$ cat src/include/alias_ctrl_pkg.sv
// Constants and types for the packed-integer issue and gating block.
// Assumes one core clock; offsets index a small plain register port.
package alias_ctrl_pkg;
	localparam logic [3:0]  REG_CTRL        = 4'h0;
	localparam logic [3:0]  REG_STATUS      = 4'h1;
	localparam logic [3:0]  REG_TAG         = 4'h2;
	localparam logic [3:0]  REG_CAUSE       = 4'h3;
	localparam int          CTRL_FEATURE    = 0;
	localparam int          CTRL_EMULATION  = 2;
	localparam logic        FEATURE_RESET   = 1'h1;
	localparam logic        EMULATION_RESET = 1'h0;
	localparam int          SW_ERROR_BIT    = 7;
	localparam int          SW_TOP_LSB      = 11;
	localparam int          SW_TOP_MSB      = 13;
	localparam logic [2:0]  TOP_CLEARED     = 3'h0;
	localparam logic [15:0] TAGS_VALID      = 16'h0000;
	localparam logic [15:0] TAGS_EMPTY      = 16'hFFFF;
	localparam int          EXP_LSB         = 64;
	localparam int          EXP_MSB         = 79;
	localparam logic [15:0] EXP_ALL_ONES    = 16'hFFFF;
	localparam logic [31:0] FEATURE_LEAF    = 32'h00000001;
	localparam int          FEATURE_EDX_BIT = 23;
	localparam logic [7:0]  NUMERIC_VECTOR  = 8'h10;
	localparam logic [31:0] READ_ZERO       = 32'h00000000;

	typedef enum logic [2:0] {
		OP_OTHER,
		OP_FP,
		OP_PACKED,
		OP_EMPTY,
		OP_QUERY,
		OP_VECTOR
	} op_class_e;

	typedef enum logic [1:0] {
		CAUSE_NONE,
		CAUSE_INVALID,
		CAUSE_NUMERIC,
		CAUSE_MEMORY
	} cause_e;

	typedef enum logic [1:0] {
		MEMF_PAGE,
		MEMF_SEG_ABSENT,
		MEMF_LIMIT
	} mem_fault_e;
endpackage : alias_ctrl_pkg

$ cat src/rtl/prefix_check.sv
// Prefix screening for one packed-integer instruction.
// Assumes the decoder has already turned prefix bytes into flags.
`timescale 1ns/10ps
module prefix_check
	import alias_ctrl_pkg::*;
(
	input  wire logic lock,
	input  wire logic opsize,
	input  wire logic addrsize,
	input  wire logic segment,
	input  wire logic repeat_eq,
	input  wire logic repeat_ne,
	input  wire logic hint,
	input  wire logic has_mem,
	output logic      lock_fault,
	output logic      addr_alt,
	output logic      seg_apply,
	output logic      reserved
);
	// Reserved prefixes are only reported and otherwise ignored.
	always_comb begin
		lock_fault = lock;
		addr_alt   = addrsize & has_mem;
		seg_apply  = segment & has_mem;
		reserved   = (addrsize & ~has_mem)
			| opsize
			| (segment & ~has_mem)
			| repeat_eq | repeat_ne | hint;
	end
endmodule : prefix_check

$ cat src/rtl/feature_report.sv
// Feature query result for the packed-integer group.
// Assumes the caller registers the result before it leaves the block.
`timescale 1ns/10ps
module feature_report
	import alias_ctrl_pkg::*;
(
	input  wire logic [31:0] leaf,
	input  wire logic        supported,
	output logic      [31:0] edx
);
	always_comb begin
		edx = READ_ZERO;
		if (leaf == FEATURE_LEAF) begin
			edx[FEATURE_EDX_BIT] = supported;
		end
	end
endmodule : feature_report

$ cat src/rtl/packed_int_fpu_alias_ctrl.sv
// Issue gating and floating-point side effects of packed-integer work.
// Assumes one issue per cycle at most and fault inputs valid with it.
//
// How it works
// - Feature query leaf one reports bit 23.
// - Unsupported or emulation flag gives invalid opcode.
// - Packed instruction clears stack top pointer.
// - Packed instruction marks all tags valid.
// - Packed register write forces exponent ones.
// - Floating-point work leaves state untouched.
// - Empty-state instruction marks all tags empty.
// - Memory faults use the ordinary fault path.
// - No numeric fault without pending exception.
// - Pending exception faults next packed instruction.
// - Numeric-faulted instruction restarts after handler returns.
// - Packed registers share floating-point storage.
// - Address-size prefix only affects memory forms.
// - Segment override only affects memory forms.
// - Repeat and hint prefixes are reserved.
// - Lock prefix gives invalid opcode.
// - Wide vector work needs no emptying.
//
// The implementer's own choices: the plain strobed port and the register offsets.
`timescale 1ns/10ps
module packed_int_fpu_alias_ctrl
	import alias_ctrl_pkg::*;
(
	input  wire logic        clock,
	input  wire logic        rst,
	input  wire logic [3:0]  reg_addr,
	input  wire logic [31:0] reg_wdata,
	input  wire logic        reg_wr,
	input  wire logic        reg_rd,
	output logic      [31:0] reg_rdata,
	input  wire logic        issue_valid,
	input  op_class_e        issue_class,
	input  wire logic [31:0] issue_pc,
	input  wire logic        issue_has_mem,
	input  wire logic        issue_writes_reg,
	input  wire logic [2:0]  issue_reg_idx,
	input  wire logic [63:0] issue_wdata,
	input  wire logic [31:0] issue_leaf,
	input  wire logic        pfx_lock,
	input  wire logic        pfx_opsize,
	input  wire logic        pfx_addrsize,
	input  wire logic        pfx_segment,
	input  wire logic        pfx_repeat,
	input  wire logic        pfx_repeat_ne,
	input  wire logic        pfx_hint,
	input  wire logic        mem_fault_hit,
	input  mem_fault_e       mem_fault_kind,
	input  wire logic        fp_exception_raise,
	input  wire logic        fp_wr_en,
	input  wire logic [2:0]  fp_wr_idx,
	input  wire logic [79:0] fp_wr_data,
	input  wire logic [2:0]  fp_rd_idx,
	input  wire logic [2:0]  pk_rd_idx,
	input  wire logic        handler_return,
	output logic             issue_done,
	output logic             invalid_opcode_fault,
	output logic             numeric_fault,
	output logic      [7:0]  fault_vector,
	output logic             mem_fault,
	output mem_fault_e       mem_fault_code,
	output logic             numeric_error_pin,
	output logic      [31:0] query_edx,
	output logic             addr_size_alt,
	output logic             segment_apply,
	output logic             reserved_prefix_seen,
	output logic             restart,
	output logic      [31:0] restart_pc,
	output logic      [79:0] fp_rd_data,
	output logic      [63:0] pk_rd_data,
	output logic      [2:0]  stack_top_pointer,
	output logic      [15:0] tag_word
);
	typedef struct packed {
		logic             feature;
		logic             fpu_emulation_flag;
		logic [2:0]       top;
		logic             err_pending;
		logic [15:0]      tags;
		logic [7:0][79:0] regs;
		logic [31:0]      rdata;
		logic             done;
		logic             ud;
		logic             numeric;
		logic [7:0]       vector;
		logic             memf;
		mem_fault_e       memf_code;
		logic             err_pin;
		logic [31:0]      edx;
		logic             addr_alt;
		logic             seg_apply;
		logic             reserved;
		logic             restart;
		logic [31:0]      restart_pc;
		logic             held;
		logic [31:0]      held_pc;
		cause_e           cause;
		logic [79:0]      fp_rd;
		logic [63:0]      pk_rd;
	} state_s;

	state_s      cur;
	state_s      next_cur;
	logic        lock_fault;
	logic        addr_alt;
	logic        seg_apply;
	logic        reserved;
	logic [31:0] edx_value;
	logic        is_packed;
	logic        bad_op;

	prefix_check u_prefix (
		.lock      (pfx_lock),
		.opsize    (pfx_opsize),
		.addrsize  (pfx_addrsize),
		.segment   (pfx_segment),
		.repeat_eq (pfx_repeat),
		.repeat_ne (pfx_repeat_ne),
		.hint      (pfx_hint),
		.has_mem   (issue_has_mem),
		.lock_fault(lock_fault),
		.addr_alt  (addr_alt),
		.seg_apply (seg_apply),
		.reserved  (reserved)
	);

	feature_report u_feature (
		.leaf     (issue_leaf),
		.supported(cur.feature),
		.edx      (edx_value)
	);

	// The empty-state instruction belongs to the group for every check.
	assign is_packed = issue_valid
		& ((issue_class == OP_PACKED) | (issue_class == OP_EMPTY));
	assign bad_op = ~cur.feature | cur.fpu_emulation_flag | lock_fault;

	always_comb begin
		next_cur = cur;
		next_cur.done = 1'h0;
		next_cur.ud = 1'h0;
		next_cur.numeric = 1'h0;
		next_cur.memf = 1'h0;
		next_cur.restart = 1'h0;
		next_cur.rdata = READ_ZERO;

		if (reg_rd) begin
			case (reg_addr)
				REG_CTRL: begin
					next_cur.rdata[CTRL_FEATURE] = cur.feature;
					next_cur.rdata[CTRL_EMULATION] = cur.fpu_emulation_flag;
				end
				REG_STATUS: begin
					next_cur.rdata[SW_TOP_MSB:SW_TOP_LSB] = cur.top;
					next_cur.rdata[SW_ERROR_BIT] = cur.err_pending;
				end
				REG_TAG: begin
					next_cur.rdata[15:0] = cur.tags;
				end
				REG_CAUSE: begin
					next_cur.rdata[1:0] = cur.cause;
				end
				default: begin
					next_cur.rdata = READ_ZERO;
				end
			endcase
		end

		if (reg_wr) begin
			case (reg_addr)
				REG_CTRL: begin
					next_cur.feature = reg_wdata[CTRL_FEATURE];
					next_cur.fpu_emulation_flag = reg_wdata[CTRL_EMULATION];
				end
				REG_STATUS: begin
					next_cur.top = reg_wdata[SW_TOP_MSB:SW_TOP_LSB];
					// Writing one clears the pending exception.
					if (reg_wdata[SW_ERROR_BIT]) begin
						next_cur.err_pending = 1'h0;
						next_cur.err_pin = 1'h0;
					end
				end
				REG_TAG: begin
					next_cur.tags = reg_wdata[15:0];
				end
				default: begin
					next_cur.cause = cur.cause;
				end
			endcase
		end

		// A fresh exception wins over a clear in the same cycle.
		if (fp_exception_raise) begin
			next_cur.err_pending = 1'h1;
		end

		// Floating-point writes land in the same array the packed side uses.
		if (fp_wr_en) begin
			next_cur.regs[fp_wr_idx] = fp_wr_data;
		end

		if (handler_return && cur.held) begin
			next_cur.restart = 1'h1;
			next_cur.restart_pc = cur.held_pc;
			next_cur.held = 1'h0;
		end

		if (issue_valid) begin
			next_cur.done = 1'h1;
			next_cur.addr_alt = 1'h0;
			next_cur.seg_apply = 1'h0;
			next_cur.reserved = 1'h0;
			case (issue_class)
				OP_PACKED, OP_EMPTY: begin
					next_cur.addr_alt = addr_alt;
					next_cur.seg_apply = seg_apply;
					next_cur.reserved = reserved;
					if (bad_op) begin
						// Nothing below is committed on this path.
						next_cur.ud = 1'h1;
						next_cur.cause = CAUSE_INVALID;
					end else if (cur.err_pending) begin
						next_cur.numeric = 1'h1;
						next_cur.vector = NUMERIC_VECTOR;
						next_cur.err_pin = 1'h1;
						next_cur.cause = CAUSE_NUMERIC;
						next_cur.held = 1'h1;
						next_cur.held_pc = issue_pc;
					end else if (issue_has_mem && mem_fault_hit) begin
						next_cur.memf = 1'h1;
						next_cur.memf_code = mem_fault_kind;
						next_cur.cause = CAUSE_MEMORY;
					end else if (issue_class == OP_EMPTY) begin
						next_cur.tags = TAGS_EMPTY;
					end else begin
						// Numeric faults come only from the pending path above.
						next_cur.top = TOP_CLEARED;
						next_cur.tags = TAGS_VALID;
						if (issue_writes_reg) begin
							next_cur.regs[issue_reg_idx][63:0] = issue_wdata;
							next_cur.regs[issue_reg_idx][EXP_MSB:EXP_LSB] = EXP_ALL_ONES;
						end
					end
				end
				OP_QUERY: begin
					next_cur.edx = edx_value;
				end
				OP_VECTOR: begin
					// Separate registers, so alias state is left alone.
					next_cur.top = cur.top;
				end
				OP_FP: begin
					// Stack top and tags are used exactly as found.
					next_cur.tags = cur.tags;
				end
				default: begin
					next_cur.top = cur.top;
				end
			endcase
		end

		next_cur.fp_rd = cur.regs[fp_rd_idx];
		next_cur.pk_rd = cur.regs[pk_rd_idx][63:0];
	end

	always_ff @(posedge clock) begin
		if (rst) begin
			cur <= '0;
			cur.feature <= FEATURE_RESET;
			cur.fpu_emulation_flag <= EMULATION_RESET;
			cur.tags <= TAGS_EMPTY;
			cur.cause <= CAUSE_NONE;
			cur.memf_code <= MEMF_PAGE;
		end else begin
			cur <= next_cur;
		end
	end

	// All outputs come straight from the state register.
	always_comb begin
		reg_rdata = cur.rdata;
		issue_done = cur.done;
		invalid_opcode_fault = cur.ud;
		numeric_fault = cur.numeric;
		fault_vector = cur.vector;
		mem_fault = cur.memf;
		mem_fault_code = cur.memf_code;
		numeric_error_pin = cur.err_pin;
		query_edx = cur.edx;
		addr_size_alt = cur.addr_alt;
		segment_apply = cur.seg_apply;
		reserved_prefix_seen = cur.reserved;
		restart = cur.restart;
		restart_pc = cur.restart_pc;
		fp_rd_data = cur.fp_rd;
		pk_rd_data = cur.pk_rd;
		stack_top_pointer = cur.top;
		tag_word = cur.tags;
	end
endmodule : packed_int_fpu_alias_ctrl

$ cat config.mk
export PLATFORM = sky130hd
export DESIGN_NAME = packed_int_fpu_alias_ctrl
export DESIGN_NICKNAME = d
export VERILOG_FILES = /design/src/include/alias_ctrl_pkg.sv /design/src/rtl/prefix_check.sv /design/src/rtl/feature_report.sv /design/src/rtl/packed_int_fpu_alias_ctrl.sv
export SDC_FILE = /design/constraint.sdc
export NUM_CORES = 2
export LEC_CHECK = 0
export BUFFER_PORTS_ARGS = -buffer_cell sky130_fd_sc_hd__buf_2
export CAP_MARGIN = 40
export CORE_MARGIN = 2
export CORE_UTILIZATION = 59
export CTS_CLUSTER_SIZE = 16
export DETAILED_ROUTE_END_ITERATION = 8
export HOLD_SLACK_MARGIN = 0.03
export PLACE_DENSITY = 0.78
export RECOVER_POWER = 25
export SLEW_MARGIN = 0
export SYNTH_ARGS = -nofsm -noshare
export SYNTH_HDL_FRONTEND = slang
export SYNTH_SLANG_ARGS = --single-unit
$ cat constraint.sdc
create_clock -name clock -period 2.7 [get_ports clock]
set_clock_uncertainty 0.15 [all_clocks]
set_input_delay 0.405 -clock clock [delete_from_list [all_inputs] [get_ports clock]]
set_output_delay 0.405 -clock clock [all_outputs]
set_load 0.05 [all_outputs]
==> reports/qor.yml <==
outcome: "complete, but fails checks"
failed_checks: "capacitance limit, slew limit"
ys.flop_type: "dfxtp_1"
area_growth_pct: 14.5
fin_tns_setup_ps: 0
grt_pass1_wl_um: 226000
pin_count: 557
multiInputGateArea_um2: 24800
via_per_inst: 6.57
min_period_over_period_pct: 97.9
clk_latency_ps: 670
grt_use_total_pct: 35.0
start_kind: "input pin"
postSynthAreaPerCell_um2: 10.4
endpoint: "cur[455]"
seq_area_um2: 18100
clk_pin_slew_worst_paths_ps: 60
core_um2: 79100
grt.overflow.total: 0
hold_violations: 0
p_int_mw: 23.6
port_buffers: 486
p_total_mw: 31.6
ys_async_sr_fraction_pct: 0
netlist_area_um2: 47200
die_area_um2: 82300
irDropWorstVdd_mv: 0.553
ys_seq_elements: 902
cts_tree: "built"
clockBufferDepth: 3
slew_viol_final: 33
htreeDepth: 3
cts_root_buf: "clkbuf_16"
finalCriticalPeriod_ps: 2640
antenna_found_initial: 29
dr_total_vias: 38400
r2r_setup_slack_ps: 120
combPwrFrac_pct: 10.4
fmax_mhz: 378
finalSetupViolations: 0
hpwlAfterDp_um: 84900
min_path_type: "input pin to flop"
clockPowerShare_pct: 46.1
drive_above_1_share_pct: 24.4
hp-start: "reg_addr[3]"
drt_wl_total_um: 148000
yosysWarnings: 0
pwr-share-seq_pct: 43.5
synth_edf_count: 0
cp-startpoint: "issue_valid"
powerDensity_nw_per_um2: 585
rows: 103
p_sw_mw: 8.04
ys_seq_area_share_pct: 38.3
cts-buffers-inserted: 96
r2r_cells: 6
cp_data_arrival_time_ps: 3050
clock_sinks: 902
start_util_pct: 59.6
die_w_um: 287
worstPathRequired_ps: 3100
ant_nets: 0
sw_frac_of_total_pct: 25.4
synthCells: 4551
gp_congestion: 0.833
rr_startpoint: "cur[950]"
critPathMaxFanout: 51
first_pass_iters: 6
reg2reg_to: "cur[455]"
fill_cells: 5670
drt_iter0_drc: 3978
drcViolationCount: 0
final_nets: 4976
slew-limit-headroom_pct: -5.78
cp-end-kind: "flop"
grt_pass1_vias: 38800
wl_per_cell_um: 25.4
worst_pin_slew_ps: 1590
synth.distinct_cells: 60
critPathKind: "input pin to flop"
p_leak_nw: 21.2
die_y_um: 287
grt_max_degree: 155
timing.max_cap.violations: 1
flip-flops by register name, summed over array words and instances (netlist names), 2 cells and up:
signal and flops:
mem_fault_code 2, stack_top_pointer 3, pk_rd_data 64, cur 678, restart_pc 32, reg_rdata 16
tag_word 16, fp_rd_data 80
cell families (layout without fill, tap and decap cells):
kind of cell	Yosys count	in the layout	share of synthesized area (%)
simple gates	1054	1054	9.82
flops	902	902	38.3
buf+inv	848	1022	9.87
mux	1000	1000	28.9
other cells	1	73	0.00795
compound gates	746	746	13.2
Yosys cell counts (11+ instances only):
cell        n  area [um^2]
and2_1     11         68.8
a311oi_2   45          676
nand2_1   298         1120
a221o_1    16          160
a311oi_1   20          175
buf_1     123          462
mux4_2    288         6490
dfxtp_1   902        18100
nor3_1    265         1330
buf_4     282         2120
a21oi_1   182          911
nor2_1    422         1580
a31oi_1    16          100
clkbuf_1  244          916
buf_2     154          771
clkbuf_2   17         85.1
a211oi_1  316         2370
mux2i_1   711         7120
buf_6      27          304
a211oi_2  133         1660
per-stage QoR:
step	hold WS (ps)	setup slack, ps	cell area [um^2]	util (%)	std cells
global placement	286	243	48400	61.2	5421
CTS	43.0	14.0	54200	68.5	5827
detailed placement	292	158	48500	61.3	5423
floorplan	282	604	47400	-	4604
global route	81.1	-0.555	54000	68.3	5844
finish	84.9	55.7	54000	68.3	5847
layout make-up:
type	instances	share of cell area [%]
clock inverters	58	1.58
multi-input cells	2854	46.0
repair buffers	842	11.6
clock buffers	121	4.88
flip-flops and latches	902	33.4
inverters	1	0.00695
diodes	19	0.0880
well taps	1050	2.43
layer usage:
layer | up-vias | GRT usage (%) | wire length, um
li1 | 16600 | - | -
met1 | 18700 | 44.6 | 55700
met2 | 2510 | 56.3 | 69500
met3 | 531 | 8.21 | 16400
met4 | 18 | 16.9 | 6670
met5 | - | 0 | 98
placed cells by master, fill, tap and decap left out, types with 18 or more instances in the layout:
cell	count
mux2i_1	711
dlygate4sd3_1	225
buf_4	56
a311oi_1	19
nand2_1	295
a311oi_2	46
bufinv_16	18
a211oi_2	133
mux4_2	288
clkinv_2	26
clkbuf_1	131
a21oi_1	182
conb_1	54
clkbuf_16	96
a211oi_1	316
buf_2	365
dfxtp_1	902
buf_12	60
nor2_1	422
diode_2	19
nor3_1	264
how the worst min path moves through the flow:
stage	depth (start not counted)	end
after floorplan	2	restart_pc[0]
after global placement	2	restart_pc[21]
after detailed placement	2	restart_pc[18]
after CTS	4	reg_rdata[12]
after global routing	3	fp_rd_data[10]
final	5	cur[954]
power by group through the flow:
stage	Combinational [mW]	Clock (mW)	Sequential, mW
2_1_floorplan	2.26	0	14.0
3_3_place_gp	2.91	0	14.0
3_5_place_dp	2.95	0	14.0
4_1_cts	3.23	14.6	13.8
5_1_grt	3.42	15.2	13.8
6_report	3.27	14.6	13.8
worst max-delay path: stages:
cell and delay (ps):
dlygate4sd3_1 530, buf_2 160, and3b_2 340, buf_4 250
nand4_4 200, buf_16 270, nor2_1 170, a311oi_2 60
dlygate4sd3_1 600
repair_timing:
action | 4_1_cts | 5_1_grt
hold endpoints to repair | 687 | 0
buffers inserted | 0 | 1
endpoints found under the setup margin | 0 | 12
hold buffers | 225 | 0
resized for setup | 0 | 4
(Power assumes the default switching activity.)
